`src/pkg/can_rx_cfg.svh`:
```
// Constants of the receive mailbox path: offsets, fields, codes, reset values
`ifndef CAN_RX_CFG_SVH
`define CAN_RX_CFG_SVH
`define CRX_NUM_MB 4
`define CRX_MB_IDX_W 2
`define CRX_FLAG_W 11
`define CRX_FLAG_ERR 8
`define CRX_FLAG_RETX 9
`define CRX_FLAG_OVF 10
`define CRX_MCR_OFS 12'h000
`define CRX_CTRL1_OFS 12'h004
`define CRX_CBT_OFS 12'h008
`define CRX_FDCBT_OFS 12'h00C
`define CRX_ENHANCED_FIFO_CONTROL_REGISTER_OFS 12'h010
`define CRX_FLAG_OFS 12'h014
`define CRX_MASK_OFS 12'h018
`define CRX_TIMER_OFS 12'h01C
`define CRX_MB_BASE 12'h020
`define CRX_MB_STRIDE 12'h008
`define CRX_CS_BUSY_BIT 28
`define CRX_CS_CODE_LSB 24
`define CRX_CBT_SEL_BIT 31
`define CRX_ENHANCED_FIFO_CONTROL_REGISTER_EN_BIT 31
`define CRX_CODE_INACTIVE 4'h0
`define CRX_CODE_EMPTY 4'h4
`define CRX_CODE_FULL 4'h2
`define CRX_CODE_OVERRUN 4'h6
`define CRX_NOM_JW_RST 2'h0
`define CRX_EXT_JW_RST 5'h00
`define CRX_DATA_JW_RST 3'h0
`endif

```
`src/pkg/can_rx_pkg.sv`:
```
// Types shared by the receive mailbox path
`include "can_rx_cfg.svh"
package can_rx_pkg;
   // Bit-level events from the protocol engine
   typedef struct packed {
      logic sample;
      logic value;
      logic crc_delim;
      logic fd_brs;
      logic dom_edge;
      logic tx_role;
      logic err_seen;
   } bit_evt_t;
   // One received frame after acceptance filtering
   typedef struct packed {
      logic [10:0] id;
      logic [31:0] data;
      logic [`CRX_MB_IDX_W-1:0] mb_idx;
      logic to_fifo;
   } frame_t;
   // Frame with its valid flag
   typedef struct packed {
      logic valid;
      frame_t frame;
   } stage_t;
   // APB request signals from the master
   typedef struct packed {
      logic psel;
      logic penable;
      logic pwrite;
      logic [11:0] paddr;
      logic [31:0] pwdata;
   } apb_req_t;
   // Receive mailbox contents
   typedef struct packed {
      logic [3:0] code;
      logic [10:0] id;
      logic [31:0] data;
   } mailbox_t;
endpackage : can_rx_pkg

```
`src/verilog/can_fd_receive_mailbox_path.sv`:
```
// Receive path: jump width select, staging buffers, mailboxes, APB registers
// Contract
// FD frame with bit rate switch uses data phase jump width at CRC delimiter.
// Nominal jump width comes from control register one or extended field.
// Data phase jump width comes from the fd bit timing register field.
// Resync only on unexpected dominant; dominant CRC delimiter raises error frame.
// Transmitter seeing an error frame on its frame retransmits it.
// Frame for a locked mailbox stays in the first staging buffer.
// With first buffer busy, next frame goes to second buffer and is routed.
// On unlock the held frame moves in with the proper received code.
// Code field selects mailbox kind; inactive mailbox takes no frames.
// Legacy FIFO works only with its enable bit; otherwise mailboxes only.
// Enhanced FIFO has its own enable and coexists with mailboxes.
// Software reads status word, polls busy, reads data, clears flag, reads timer.
// Timer register read releases the current mailbox lock.
// Busy bit is clear when the mailbox is not locked or updating.
// Software keeps a mailbox locked no longer than 20 bit times.
// Status word read locks the mailbox until timer read or other lock.
//
// Register access over APB and the address map were chosen for this implementation.
`timescale 1ns/100ps
`include "can_rx_cfg.svh"
module can_fd_receive_mailbox_path #(
   parameter int NUM_MB = `CRX_NUM_MB
) (
   input wire logic i_clk,                       // 50 MHz clock
   input wire logic i_rst,                       // Async reset, active high
   input wire can_rx_pkg::apb_req_t i_apb,       // APB request
   output logic [31:0] o_prdata,                 // APB read data
   output logic o_pready,                        // APB ready
   output logic o_pslverr,                       // APB error, unmapped address
   input wire can_rx_pkg::bit_evt_t i_bit,       // Bit events from engine
   input wire can_rx_pkg::stage_t i_rx,          // Received frame strobe
   output logic [4:0] o_sjw,                     // Jump width in force
   output logic o_resync,                        // Resync applied pulse
   output logic o_err_frame,                     // Error frame request pulse
   output logic o_retx,                          // Retransmit request pulse
   output can_rx_pkg::stage_t o_fifo,            // FIFO push pulse with frame
   output logic o_irq                            // Interrupt level
);
   import can_rx_pkg::*;
   // ***************************************************************
   // State
   // ***************************************************************
   typedef struct packed {
      logic [31:0] prdata;
      logic pready;
      logic pslverr;
      logic legacy_en;
      logic enh_en;
      logic [1:0] nom_jw;
      logic [4:0] ext_jw;
      logic ext_sel;
      logic [2:0] data_jw;
      logic [`CRX_FLAG_W-1:0] flags;
      logic [`CRX_FLAG_W-1:0] mask;
      logic irq;
      logic [15:0] timer;
      logic lock_v;
      logic [`CRX_MB_IDX_W-1:0] lock_idx;
      stage_t sb0;
      stage_t sb1;
      stage_t fifo;
      logic [4:0] sjw;
      logic resync;
      logic err_frame;
      logic retx;
      mailbox_t [NUM_MB-1:0] mb;
   } state_t;
   state_t r;
   state_t n;
   logic acc;
   logic fin;
   logic [11:0] mb_ofs;
   logic mb_hit;
   logic [`CRX_MB_IDX_W-1:0] mbk;
   logic [31:0] rd;
   logic hit;
   logic [NUM_MB-1:0] busy;
   logic fifo_en;
   logic fifo0;
   logic fifo1;
   logic locked0;
   logic locked1;
   logic d0;
   logic d1;
   logic dgo;
   frame_t dsel;
   logic [4:0] nom;
   logic err_now;
   // Mailbox window decode
   assign mb_ofs = i_apb.paddr - `CRX_MB_BASE;
   assign mb_hit = (i_apb.paddr >= `CRX_MB_BASE) & (i_apb.paddr[1:0] == 2'h0)
                   & (mb_ofs < 12'(NUM_MB * 8));
   assign mbk = mb_ofs[`CRX_MB_IDX_W+2:3];
   assign acc = i_apb.psel & i_apb.penable;
   assign fin = acc & r.pready;
   // Routing of the two staging buffers
   assign fifo_en = r.legacy_en | r.enh_en;
   assign fifo0 = r.sb0.frame.to_fifo & fifo_en;
   assign fifo1 = r.sb1.frame.to_fifo & fifo_en;
   assign locked0 = r.lock_v & (r.lock_idx == r.sb0.frame.mb_idx);
   assign locked1 = r.lock_v & (r.lock_idx == r.sb1.frame.mb_idx);
   assign d0 = r.sb0.valid & (fifo0 | ~locked0);
   assign d1 = r.sb1.valid & ~d0 & (fifo1 | ~locked1);
   assign dgo = d0 | d1;
   assign dsel = d0 ? r.sb0.frame : r.sb1.frame;
   // Busy per mailbox: locked with a frame waiting for it
   genvar k;
   generate
      for (k = 0; k < NUM_MB; k++)
      begin : g_busy
         assign busy[k] = r.lock_v & (r.lock_idx == `CRX_MB_IDX_W'(k))
                          & ((r.sb0.valid & ~fifo0 & (r.sb0.frame.mb_idx == `CRX_MB_IDX_W'(k)))
                          | (r.sb1.valid & ~fifo1
                          & (r.sb1.frame.mb_idx == `CRX_MB_IDX_W'(k))));
      end
   endgenerate
   // ***************************************************************
   // Next state
   // ***************************************************************
   always_comb
   begin
      n = r;
      rd = 32'h0000_0000;
      hit = 1'b1;
      n.pready = 1'b0;
      n.fifo.valid = 1'b0;
      n.timer = r.timer + 16'h0001;
      // Read mux
      case (i_apb.paddr)
         `CRX_MCR_OFS: rd = {31'h0, r.legacy_en};
         `CRX_CTRL1_OFS: rd = {30'h0, r.nom_jw};
         `CRX_CBT_OFS: rd = {r.ext_sel, 26'h0, r.ext_jw};
         `CRX_FDCBT_OFS: rd = {29'h0, r.data_jw};
         `CRX_ENHANCED_FIFO_CONTROL_REGISTER_OFS: rd = {r.enh_en, 31'h0};
         `CRX_FLAG_OFS: rd = {21'h0, r.flags};
         `CRX_MASK_OFS: rd = {21'h0, r.mask};
         `CRX_TIMER_OFS: rd = {16'h0, r.timer};
         default:
         begin
            if (mb_hit & ~i_apb.paddr[2])
               rd = {3'h0, busy[mbk], r.mb[mbk].code, 13'h0, r.mb[mbk].id};
            else if (mb_hit)
               rd = r.mb[mbk].data;
            else
               hit = 1'b0;
         end
      endcase
      // One wait state, answer registered
      if (acc & ~r.pready)
      begin
         n.pready = 1'b1;
         n.prdata = i_apb.pwrite ? 32'h0000_0000 : rd;
         n.pslverr = ~hit;
      end
      // Read side effects at completion
      if (fin & ~i_apb.pwrite & mb_hit & ~i_apb.paddr[2])
      begin
         n.lock_v = 1'b1;
         n.lock_idx = mbk;
      end
      if (fin & ~i_apb.pwrite & (i_apb.paddr == `CRX_TIMER_OFS))
         n.lock_v = 1'b0;
      // Register writes at completion
      if (fin & i_apb.pwrite)
      begin
         case (i_apb.paddr)
            `CRX_MCR_OFS: n.legacy_en = i_apb.pwdata[0];
            `CRX_CTRL1_OFS: n.nom_jw = i_apb.pwdata[1:0];
            `CRX_CBT_OFS:
            begin
               n.ext_sel = i_apb.pwdata[`CRX_CBT_SEL_BIT];
               n.ext_jw = i_apb.pwdata[4:0];
            end
            `CRX_FDCBT_OFS: n.data_jw = i_apb.pwdata[2:0];
            `CRX_ENHANCED_FIFO_CONTROL_REGISTER_OFS: n.enh_en = i_apb.pwdata[`CRX_ENHANCED_FIFO_CONTROL_REGISTER_EN_BIT];
            `CRX_FLAG_OFS: n.flags = r.flags & ~i_apb.pwdata[`CRX_FLAG_W-1:0];
            `CRX_MASK_OFS: n.mask = i_apb.pwdata[`CRX_FLAG_W-1:0];
            default:
            begin
               if (mb_hit & ~i_apb.paddr[2])
               begin
                  n.mb[mbk].code = i_apb.pwdata[`CRX_CS_CODE_LSB+3:`CRX_CS_CODE_LSB];
                  n.mb[mbk].id = i_apb.pwdata[10:0];
               end
               else if (mb_hit)
                  n.mb[mbk].data = i_apb.pwdata;
            end
         endcase
      end
      // Jump width select
      nom = r.ext_sel ? r.ext_jw : {3'h0, r.nom_jw};
      n.sjw = (i_bit.crc_delim & i_bit.fd_brs) ? {2'h0, r.data_jw} : nom;
      n.resync = i_bit.dom_edge;
      err_now = i_bit.sample & i_bit.crc_delim & ~i_bit.value;
      n.err_frame = err_now;
      n.retx = i_bit.tx_role & (i_bit.err_seen | err_now);
      // Delivery of one staged frame per cycle
      if (dgo)
      begin
         if (dsel.to_fifo & fifo_en)
         begin
            n.fifo.valid = 1'b1;
            n.fifo.frame = dsel;
         end
         else
         begin
            case (r.mb[dsel.mb_idx].code)
               `CRX_CODE_EMPTY,
               `CRX_CODE_FULL,
               `CRX_CODE_OVERRUN:
               begin
                  n.mb[dsel.mb_idx].code = (r.mb[dsel.mb_idx].code == `CRX_CODE_EMPTY)
                                           ? `CRX_CODE_FULL : `CRX_CODE_OVERRUN;
                  n.mb[dsel.mb_idx].id = dsel.id;
                  n.mb[dsel.mb_idx].data = dsel.data;
                  n.flags[dsel.mb_idx] = 1'b1;
               end
               default: n.mb[dsel.mb_idx].code = r.mb[dsel.mb_idx].code;
            endcase
         end
      end
      if (d0)
         n.sb0.valid = 1'b0;
      if (d1)
         n.sb1.valid = 1'b0;
      // Incoming frame into a free staging buffer
      if (i_rx.valid)
      begin
         if (~n.sb0.valid)
            n.sb0 = i_rx;
         else if (~n.sb1.valid)
            n.sb1 = i_rx;
         else
            n.flags[`CRX_FLAG_OVF] = 1'b1;
      end
      // Events set after clears so a set wins
      if (err_now)
         n.flags[`CRX_FLAG_ERR] = 1'b1;
      if (n.retx)
         n.flags[`CRX_FLAG_RETX] = 1'b1;
      n.irq = |(n.flags & n.mask);
   end
   // ***************************************************************
   // Registers
   // ***************************************************************
   always_ff @(posedge i_clk or posedge i_rst)
   begin
      if (i_rst)
      begin
         r <= '0;
         r.nom_jw <= `CRX_NOM_JW_RST;
         r.ext_jw <= `CRX_EXT_JW_RST;
         r.data_jw <= `CRX_DATA_JW_RST;
      end
      else
         r <= n;
   end
   // Outputs straight from the state
   assign o_prdata = r.prdata;
   assign o_pready = r.pready;
   assign o_pslverr = r.pslverr;
   assign o_sjw = r.sjw;
   assign o_resync = r.resync;
   assign o_err_frame = r.err_frame;
   assign o_retx = r.retx;
   assign o_fifo = r.fifo;
   assign o_irq = r.irq;
endmodule : can_fd_receive_mailbox_path

```
`config.mk`:
```
export PLATFORM = sky130hd
export DESIGN_NAME = can_fd_receive_mailbox_path
export DESIGN_NICKNAME = d
export VERILOG_FILES = /design/src/pkg/can_rx_pkg.sv /design/src/verilog/can_fd_receive_mailbox_path.sv
export VERILOG_INCLUDE_DIRS = /design/src /design/src/pkg
export SDC_FILE = /design/constraint.sdc
export NUM_CORES = 1
export LEC_CHECK = 0
export BUFFER_PORTS_ARGS = -buffer_cell sky130_fd_sc_hd__buf_2
export CORE_MARGIN = 4
export CORE_UTILIZATION = 30
export DETAILED_ROUTE_END_ITERATION = 7
export PLACE_DENSITY = 0.58
export SYNTH_ARGS = -nofsm -noshare
export SYNTH_HDL_FRONTEND = slang
export SYNTH_SLANG_ARGS = --single-unit
```
`constraint.sdc`:
```
create_clock -name i_clk -period 13.5 [get_ports i_clk]
set_input_delay 0.675 -clock i_clk [delete_from_list [all_inputs] [get_ports i_clk]]
set_output_delay 0.675 -clock i_clk [all_outputs]
set_load 0.05 [all_outputs]
```
After elaboration in Yosys (flattened, before gate mapping). Cells that the tools add are included.

Add/sub/neg operators: 2. $lt $le $gt $ge: 7. Eq/ne operators: 21. Muxes and demuxes: 67. Bitwise logic cells: 66. Reductions and logical operators: 21.

Operators with widths (number): 188-bit bitwise mux (7); 188-bit two-way mux (7); 47-bit demux with 2-bit select (6); 47-bit two-way mux (7); 32-bit case mux with 8 select lines (1); 47-bit binary-select mux with 2-bit select (2); 32-bit two-way mux (5); 46-bit two-way mux (3); 94-bit two-way mux (1); 43-bit two-way mux (2); 11-bit two-way mux (5); 12-bit by 5-bit == test with 1-bit output, second input constant (4); 1-bit AND (41); 12-bit by 4-bit == test with 1-bit output, second input constant (2); 11-bit AND (2); 22-bit two-way mux (1); 16-bit by 1-bit adder with 16-bit output, second input constant (1); 2-bit AND reduction (7); 1-bit two-way mux (13); 12-bit by 3-bit == test with 1-bit output, second input constant (1); 2-bit == test, second input constant (6); 12-bit by 6-bit >= comparator with 1-bit output, second input constant (1); 12-bit logical NOT (1); 12-bit by 6-bit < comparator with 1-bit output, second input constant (1); other kinds (25) (57).

Flip-flop bits (word level): 426. Bits of input ports: 103. Output and inout port bits: 90. Logic and storage cells: 230.

Depth between registers and ports, before layout. Gate-level depths: netlist (run 1).

Depth in word-level cells: 19. Gate-level depth with buffers: 11. Mapped depth without buffers: 9.

Worst setup path before layout (run 1). Ideal clock, no wire load.

Path type: input to register. Start point: input port i_apb[41] (netlist bit). End point: register r[131] (netlist bit). Setup time: 0.139 ns. Arrival: 3.030 ns. Data required time: 13.361 ns. Slack: 10.330 ns. Stages on the path: 8. Buffers on the path: 2. Cell sequence: or4_4 -> or4b_4 -> or2_1 -> buf_6 -> nor4_4 -> buf_6 -> mux2i_1 -> mux2i_1.

RTL lines: from (decl) (RTL line can_fd_receive_mailbox_path.sv:28) `input wire can_rx_pkg::apb_req_t i_apb,`; to (signal assigned) (RTL line can_fd_receive_mailbox_path.sv:258) `r <= n;`; to (decl) (RTL line can_fd_receive_mailbox_path.sv:70) `state_t r;`.

==> run summary, run 1 <==
status - finished, violations left
failing checks - design-rule violations
I/O pins - 193
Internal Power - 2.70 mW
Place WS - 9.18 ns
initial DRC count - 991
site row count - 97
TNS Setup - 0 ns
fin nets - 1844
worst setup path category - flop to flop
Reg clk slew, reported paths - 0.06 ns
Syn Nets - 1770
ys async rst share - 1.00
crit path to - r[99]
worst-path fanout max - 46
Distinct cells, synth - 62
combinational share of power - 0.186
Worst-Skew Late Latency - 0.59 ns
final non-filler cell total - 2719
Clock Tree Root - clkbuf_16
share of power burned in the clock network - 0.372
CTS max path bufs - 3
layout cell share with drive strength beyond 1 - 0.291
Post-synth EDFFs - 0
max-slew violation count - 0
clk_skew - 0.0212 ns
sw power - 1.04 mW
first-pass GRT wire length - 92.9 mm
area growth from synthesis to layout - 14.0%
Buffers on Ports - 192
Tmin final - 4.36 ns
vias in the first global route - 14483
routability cong. - 0.851
sequential area share after synthesis - 0.502
vias post-DR - 13739
worst hold path class - primary input to flop
CP Launch Point - r[391]
Crit path arrival time - 4.85 ns
Slew HR - 0.202
placed cells - 2629
H-tree Lvls - 2
worst-margin pin slew - 1.19 ns
crit end category - flop
pwr dens - 155 nW/um^2
detailed placement HPWL - 40.4 mm
Yosys warnings - 0
Reg2Reg Depth - 8
maximum vdd ir drop - 0.0833 mV
Leak - 10.3 nW
unrepaired setup endpoints after global routing - no
final hold vios - 0
final worst slack - 9.14 ns
R2R Setup Slk - 9.14 ns
Layout Cell Area excl Fill - 24200 sq um
Core ar. - 70000 sq um
DR WL/cell - 22.2 um
max_cap viols - 0
initial antenna violation count - 12
Total GRT Usage - 0.160
setup violators final - 0
overall power - 3.74 mW
Via density - 5.05
TritonCTS clock tree - done
FMAX - 230 MHz
grt ovf - 0
DRC violations left - 2
Die Span X - 274 um
post-synthesis register bit count - 426
cts hold-fix bufs - 0
required time worst endpoint - 14.00 ns
Synth Instances - 1665
Final Cycle Share - 0.323
Syn Std Cell Area - 21200 sq um
initial core utilization - 0.303
mean area per synthesized cell - 12.7 sq um
DRT antenna net count - 0
CP startpoint kind - flop
Post-Route WL - 60.4 mm
Post-CTS Resized - 0
commonest non-fill, non-tap cell in the layout - dfrtp_1
switch share - 0.279
worst r2r src - r[391]
clk sinks - 426
largest net degree at the start of global routing - 166
RR Endpoint - r[99]
post-CTS setup buffer count - 0
most frequent cells in the layout - 426 x dfrtp_1, 419 x mux2i_1, 191 x buf_2
Placed Area - 22500 sq um
DRT Pass-1 Iters - 8
most used flip-flop cell after synthesis - dfrtp_1
total CTS buffers - 48
Die Ht - 274 um
die area - 75100 sq um
sequential power share - 0.442
==> area by class of cell <==
cell class / instances / area, sq um
fillers: 6890 / 45800
diodes: 1 / 2.50
inverters: 22 / 90.1
repair buffers: 220 / 1190
clock buffers: 65 / 1410
clock inverters: 24 / 298
well taps: 940 / 1180
flip-flops and latches: 426 / 10700
multi-input cells: 1021 / 9370
==> flip-flops by register name (all words and copies together), names as in the netlist <==
name,cells
o_retx,1
o_prdata,32
o_fifo,47
o_pready,1
o_resync,1
o_err_frame,1
o_pslverr,1
r,336
o_irq,1
o_sjw,5
==> critical path, stage by stage, from the launching register on <==
cell	delay, ns
dfrtp_1	0.45
o21ai_1	0.68
a41oi_4	0.20
buf_4	0.41
mux2_2	0.40
and3_1	0.43
o2111a_2	0.82
buf_4	0.57
mux2i_1	0.25
==> stage by stage <==
stage / hold slack, ns / utilization
floorplan: 0.441 / -
global placement: 0.447 / 0.321
detailed placement: 0.457 / 0.321
CTS: 0.144 / 0.345
global route: 0.161 / 0.345
finish: 0.191 / 0.345
==> how the worst min path moves through the flow <==
stage          slack, ns      start        end  cells after the start
3_3_place_gp        0.45  o_fifo[0]  o_fifo[0]                      1
5_1_grt             0.16   i_bit[2]   o_resync                      1
2_1_floorplan       0.44  o_fifo[0]  o_fifo[0]                      1
6_report            0.19   i_bit[2]   o_resync                      1
4_1_cts             0.14   i_bit[2]   o_resync                      1
3_5_place_dp        0.46  o_fifo[0]  o_fifo[0]                      1
==> power by group through the flow <==
stage	logic, mW	clock network (mW)	registers, mW
2_1_floorplan	0.519	0	1.63
3_3_place_gp	0.668	0	1.66
3_5_place_dp	0.697	0	1.67
4_1_cts	0.699	1.43	1.65
5_1_grt	0.769	1.48	1.68
6_report	0.696	1.39	1.65
==> cell usage after synthesis, drive strengths merged, types with 4 or more instances <==
cell type	n	area [sq um]
o21ai	35	175
a21oi	63	315
a222oi	9	90.1
xor2	5	43.8
o22ai	5	31.3
dfrtp	426	10700
a31oi	7	43.8
xnor2	14	123
nor2	72	275
nand2	51	191
buf	151	1040
clkbuf	45	169
nor4	4	55.1
a22o	12	105
or2	13	81.3
nand4	9	56.3
and3	5	31.3
a32oi	5	43.8
nand3b	4	30.0
a211oi	15	113
a21boi	8	60.1
mux2	130	1460
mux4	50	1130
mux2i	419	4190
nor2b	18	113
nor3	9	66.3
inv	22	82.6
nand3	21	105
==> per-layer routing <==
layer  track usage  share of wire  routed length, um  vias up
met2         0.248           0.46              27600      372
met5             0         0.0012                 74        -
met1         0.233           0.47              28400     7133
li1              -              -                  -     6144
met4        0.0335          0.017               1010       12
met3        0.0326          0.055               3330       78
==> cell families (layout without fill, tap and decap cells) <==
| kind of cell | Yosys count | after routing | share of synthesized area |
|---|---|---|---|
| AOI/OAI and AO/OA | 186 | 186 | 0.0570 |
| xor gates and xnor gates | 19 | 19 | 0.00784 |
| adders and majority gates | 2 | 2 | 0.00118 |
| buffers and inverters | 218 | 331 | 0.0608 |
| DFF | 426 | 426 | 0.502 |
| muxes | 599 | 599 | 0.320 |
| other | 0 | 1 | 0 |
| and+or+nand+nor | 215 | 215 | 0.0511 |
Power figures use the tool's default switching activity.
==> run 2, diff against run 1 <==
--- a/config.mk
+++ b/config.mk
@@ -10,7 +10,7 @@
 export CORE_MARGIN = 4
 export CORE_UTILIZATION = 30
 export DETAILED_ROUTE_END_ITERATION = 7
-export PLACE_DENSITY = 0.58
+export PLACE_DENSITY = 0.56
 export SYNTH_ARGS = -nofsm -noshare
 export SYNTH_HDL_FRONTEND = slang
 export SYNTH_SLANG_ARGS = --single-unit
==> constraint.sdc (replaced) <==
create_clock -name i_clk -period 4.3 [get_ports i_clk]
set_input_delay 0.215 -clock i_clk [delete_from_list [all_inputs] [get_ports i_clk]]
set_output_delay 0.215 -clock i_clk [all_outputs]
set_load 0.05 [all_outputs]
==> run summary, run 2 (synthesis gave the netlist of run 1 again) <==
Slew HR - 0.267
max reg flops - 336
max-slew violation count - 0
Die Ht - 274 um
worst r2r src - r[390]
unrepaired setup endpoints after global routing - no
Die Span X - 274 um
final hold vios - 0
cell breakdown of the critical path - o21ai_1, buf_4, nand4_1, nand3b_1, mux2i_1, mux2_2, a2111oi_2, buf_12, mux2i_1
die area - 75100 sq um
vias post-DR - 13959
Total GRT Usage - 0.163
Final Cycle Share - 0.837
DRT antenna net count - 0
H-tree Lvls - 2
Post-Route WL - 61.8 mm
CTS max path bufs - 3
post-CTS setup buffer count - 0
CP Launch Point - r[390]
setup violators final - 0
total CTS buffers - 49
I/O pins - 193
pwr dens - 475 nW/um^2
DRT Pass-1 Iters - 5
site row count - 97
area growth from synthesis to layout - 18.7%
most frequent cells in the layout - 426 x dfrtp_1, 419 x mux2i_1, 191 x buf_2
status - completed
maximum vdd ir drop - 0.299 mV
crit end category - flop
RR Endpoint - r[182]
Crit path arrival time - 4.11 ns
TritonCTS clock tree - done
routability cong. - 0.837
final worst slack - 0.700 ns
Leak - 10.7 nW
Top reg by flops - r
clk sinks - 426
Buffers on Ports - 192
crit path to - r[182]
Buf/Inv on CP - 2
initial core utilization - 0.303
Place WS - 0.770 ns
commonest non-fill, non-tap cell in the layout - dfrtp_1
fin nets - 1927
max_cap viols - 0
first-pass GRT wire length - 94.4 mm
WP depth - 9
CP startpoint kind - flop
worst setup path category - flop to flop
detailed placement HPWL - 41.1 mm
worst hold path class - primary input to flop
Reg clk slew, reported paths - 0.07 ns
Tmin final - 3.60 ns
initial DRC count - 969
Worst-Skew Late Latency - 0.60 ns
Clock Tree Root - clkbuf_16
DRC violations left - 0
grt ovf - 0
CP top delay family - compound AO/OA/AOI/OAI gates
slowest CP cell - a2111oi_2
required time worst endpoint - 4.81 ns
worst-margin pin slew - 1.10 ns
worst-path fanout max - 25
initial antenna violation count - 8
CP most frequent cell - mux2i_1
clk_skew - 0.0186 ns
layout cell share with drive strength beyond 1 - 0.279
Reg2Reg Depth - 9
largest net degree at the start of global routing - 116
CP peak stage delay - 0.68 ns
Core ar. - 70000 sq um
WHS - 0.0441 ns
vias in the first global route - 14768
DR WL/cell - 22.1 um
Via density - 4.98
R2R Setup Slk - 0.70 ns
FMAX - 278 MHz
## run 2: power breakdown
group	total, mW	switching [mW]	internal [mW]
Sequential	5.19	0.422	4.76
Clock	4.52	1.75	2.78
Combinational	2.26	1.17	1.10
Total	12.0	3.34	8.64
## run 2: how the worst min path moves through the flow
stage               startpoint     endpoint  slack, ns  depth (start not counted)
floorplan             i_bit[2]     o_resync       0.25                          0
global placement         i_rst  o_prdata[9]       0.26                          2
detailed placement       i_rst  o_prdata[7]       0.25                          2
CTS                  i_apb[24]       r[184]      0.005                          3
global route         i_apb[24]       r[184]       0.05                          3
finish               i_apb[24]       r[165]       0.04                          3
## run 2: worst register-to-register path: cells and delay by family (launching register included)
family / cells / cell delay (ns)
buf+inv: 2 / 0.56
compound gates: 2 / 1.14
flops: 1 / 0.44
simple gates: 2 / 0.59
mux: 3 / 0.79
## run 2: cell type report
class | instances | area, sq um
well taps | 940 | 1180
flip-flops and latches | 426 | 10700
repair buffers | 302 | 2140
clock buffers | 69 | 1410
fillers | 6819 | 44800
diodes | 2 | 5.00
multi-input cells | 1021 | 9370
inverters | 22 | 86.3
clock inverters | 21 | 344
## run 2: layer usage
layer | vias to the layer above | wire length, um | track usage
li1 | 6314 | - | -
met1 | 7224 | 29100 | 0.231
met2 | 312 | 28200 | 0.257
met3 | 97 | 2990 | 0.0310
met4 | 12 | 1460 | 0.0439
met5 | - | 74 | 0
## run 2: per-stage QoR
step | instances | area (sq um) | setup TNS [ns] | util | power, mW
after floorplan | 1665 | 21200 | -709.05 | - | 6.74
after global placement | 2635 | 22700 | 0 | 0.324 | 7.32
after detailed placement | 2635 | 22700 | 0 | 0.324 | 7.45
final | 2803 | 25200 | 0 | 0.360 | 12.0
after global routing | 2801 | 25200 | 0 | 0.360 | 12.6
after CTS | 2801 | 25200 | 0 | 0.360 | 12.1
## run 2: what timing repair did
| item | CTS | global route |
|---|---|---|
| hold buffers | 76 | 0 |
| resized for setup | 0 | 0 |
| endpoints found under the hold margin | 181 | 0 |
==> run 3, diff against run 2 <==
--- a/config.mk
+++ b/config.mk
@@ -6,11 +6,12 @@
 export SDC_FILE = /design/constraint.sdc
 export NUM_CORES = 1
 export LEC_CHECK = 0
+export ABC_AREA = 1
 export BUFFER_PORTS_ARGS = -buffer_cell sky130_fd_sc_hd__buf_2
 export CORE_MARGIN = 4
 export CORE_UTILIZATION = 30
 export DETAILED_ROUTE_END_ITERATION = 7
-export PLACE_DENSITY = 0.56
+export PLACE_DENSITY = 0.58
 export SYNTH_ARGS = -nofsm -noshare
 export SYNTH_HDL_FRONTEND = slang
 export SYNTH_SLANG_ARGS = --single-unit
==> constraint.sdc (replaced) <==
create_clock -name i_clk -period 2.9 [get_ports i_clk]
set_input_delay 0.145 -clock i_clk [delete_from_list [all_inputs] [get_ports i_clk]]
set_output_delay 0.145 -clock i_clk [all_outputs]
set_load 0.05 [all_outputs]
==> run summary, run 3 <==
status - completed
RR Endpoint - r[32]
fin nets - 2755
Worst Hold Depth - 3
worst r2r src - r[338]
Crit path arrival time - 3.10 ns
Buf/Inv on CP - 3
Synth area leaders - dfrtp_1 51%, nand2_1 10%, o21ai_0 7.8%, buf_4 3.3%, inv_1 3.2%
clk sinks - 426
switch share - 0.373
filler cell count in the final layout - 7068
CP peak stage delay - 0.48 ns
commonest non-fill, non-tap cell in the layout - nand2_1
FMAX - 379 MHz
site row count - 96
placed cells - 3443
Syn Std Cell Area - 20900 sq um
required time worst endpoint - 3.36 ns
Reg clk slew, reported paths - 0.06 ns
detailed placement HPWL - 49.6 mm
most frequent cells in the layout - 572 x nand2_1, 426 x dfrtp_1, 326 x o21ai_0
Buffers on Ports - 192
final non-filler cell total - 3619
combinational share of power - 0.320
Leak - 11.9 nW
DRT Pass-1 Iters - 6
Tmin final - 2.64 ns
setup violators final - 0
Syn Nets - 2553
Yosys warnings - 0
overall power - 23.1 mW
initial core utilization - 0.304
initial DRC count - 1825
die area - 74100 sq um
Layout Utilization - 0.370
vias in the first global route - 17684
R2R Setup Slk - 0.26 ns
worst setup path category - flop to flop
vias post-DR - 18405
max reg flops - 336
Final Cycle Share - 0.911
Distinct cells, synth - 50
H-tree Lvls - 2
commonest cells in the netlist - 574 x nand2_1, 426 x dfrtp_1, 326 x o21ai_0
Reg2Reg Depth - 15
Top reg by flops - r
CTS max path bufs - 3
I/O pins - 193
post-synthesis register bit count - 426
mean area per synthesized cell - 8.55 sq um
Die Ht - 272 um
Worst-Skew Late Latency - 0.60 ns
Clock Tree Root - clkbuf_16
DRT antenna net count - 0
sw power - 8.61 mW
CP most frequent cell - nand2_1
layout cell share with drive strength beyond 1 - 0.164
maximum vdd ir drop - 0.562 mV
DRC violations left - 0
routability cong. - 0.936
total CTS buffers - 49
Total GRT Usage - 0.192
pwr dens - 908 nW/um^2
first-pass GRT wire length - 111 mm
most used flip-flop cell after synthesis - dfrtp_1
initial antenna violation count - 4
most common cell in the netlist - nand2_1
max_cap viols - 0
grt ovf - 0
ys async rst share - 1.00
worst-margin pin slew - 0.814 ns
Slew HR - 0.457
CP Launch Point - r[338]
crit end category - flop
Post-synth EDFFs - 0
area growth from synthesis to layout - 21.5%
min-delay src - i_apb[35]
slowest CP cell - dfrtp_1
TNS Setup - 0 ns
Layout Cell Area excl Fill - 25400 sq um
sequential power share - 0.393
sequential area share after synthesis - 0.509
DR WL/cell - 20.2 um
cell breakdown of the critical path - inv_2, nand2_1, nand2_1, nor2_1, nand2_2, nand2_4, nand2_1, o21ai_2, buf_4, nand2_1, nor2_4, nand3_2, buf_12, o211ai_1, o21ai_0
Hold Path Sink - r[337]
CP startpoint kind - flop
Die Span X - 272 um
TritonCTS clock tree - done
max-slew violation count - 0
worst hold path class - primary input to flop
Internal Power - 14.5 mW
Post-Route WL - 73.3 mm
Placed Area - 22800 sq um
Synth area leader - dfrtp_1
CP top delay family - simple AND/OR/NAND/NOR gates
largest net degree at the start of global routing - 93
final hold vios - 0
clk_skew - 0.0247 ns
Core ar. - 68800 sq um
top-area cell type share of the netlist area - 0.509
unrepaired setup endpoints after global routing - no
worst-path fanout max - 42
Via density - 5.09
share of power burned in the clock network - 0.288
Synth Instances - 2448
==> run 3: changes by cell type after synthesis, sizes merged, moves of 48 or more <==
| cell | delta |
|---|---|
| mux2i | -393 |
| inv | +164 |
| nor2 | +81 |
| mux4 | -50 |
| o21ai | +329 |
| o211ai | +85 |
| a31oi | +81 |
| nand2 | +536 |
| mux2 | -130 |
| o22ai | +54 |
| clkbuf | +48 |
==> run 3: area by class of cell <==
class	count	area (sq um)	area share
multi-input cells	1591	8230	0.323
diodes	1	2.50	0.0000984
well taps	931	1160	0.0458
flip-flops and latches	426	10700	0.419
repair buffers	385	2890	0.114
clock inverters	20	303	0.0119
inverters	197	746	0.0293
clock buffers	68	1440	0.0565
==> run 3: worst max path at each step <==
| stage | slack [ns] | cells after the start | to |
|---|---|---|---|
| finish | 0.26 | 15 | r[32] |
| global route | 0.05 | 18 | r[27] |
| CTS | 0.09 | 11 | o_fifo[1] |
| detailed placement | 0.12 | 11 | o_fifo[1] |
| global placement | 0.08 | 11 | o_fifo[1] |
| floorplan | -2.99 | 1 | o_err_frame |
==> run 3: routing by layer <==
metal	GRT usage	share of wire	vias up
li1	-	-	8677
met1	0.282	0.47	8923
met2	0.289	0.43	688
met3	0.0342	0.073	113
met4	0.0580	0.027	4
met5	0	0.00031	-
==> run 3: power by group through the flow <==
stage	Sequential (mW)	Clock, mW	Combinational, mW
2_1_floorplan	8.81	0	5.59
3_3_place_gp	9.10	0	7.14
3_5_place_dp	9.11	0	7.22
4_1_cts	9.03	6.80	7.33
5_1_grt	9.27	7.03	8.16
6_report	9.07	6.64	7.38
==> run 3: per-stage QoR <==
step,setup slack [ns],hold WS [ns]
2_1_floorplan,-2.99,0.176
3_3_place_gp,0.0846,0.254
3_5_place_dp,0.119,0.258
4_1_cts,0.0885,0.0586
5_1_grt,0.0468,0.108
6_report,0.259,0.0986
==> run 3: what timing repair did <==
item,CTS,global route
hold endpoints to repair,202,0
buffers inserted,0,0
hold buffers,85,0
endpoints found under the setup margin,0,46
resized for setup,0,7
==> run 3: kinds of logic after synthesis <==
group | count (synthesis) | synth area share
flops | 426 | 0.509
simple gates | 832 | 0.163
xor+xnor | 15 | 0.00628
mux | 26 | 0.0124
fa+ha+maj | 2 | 0.00120
buf+inv | 431 | 0.0990
compound gates | 716 | 0.209
==> run 3: worst min-delay path, stage by stage <==
cell and delay (ns):
buf_2 0.17, inv_1 0.20, o21ai_0 0.12
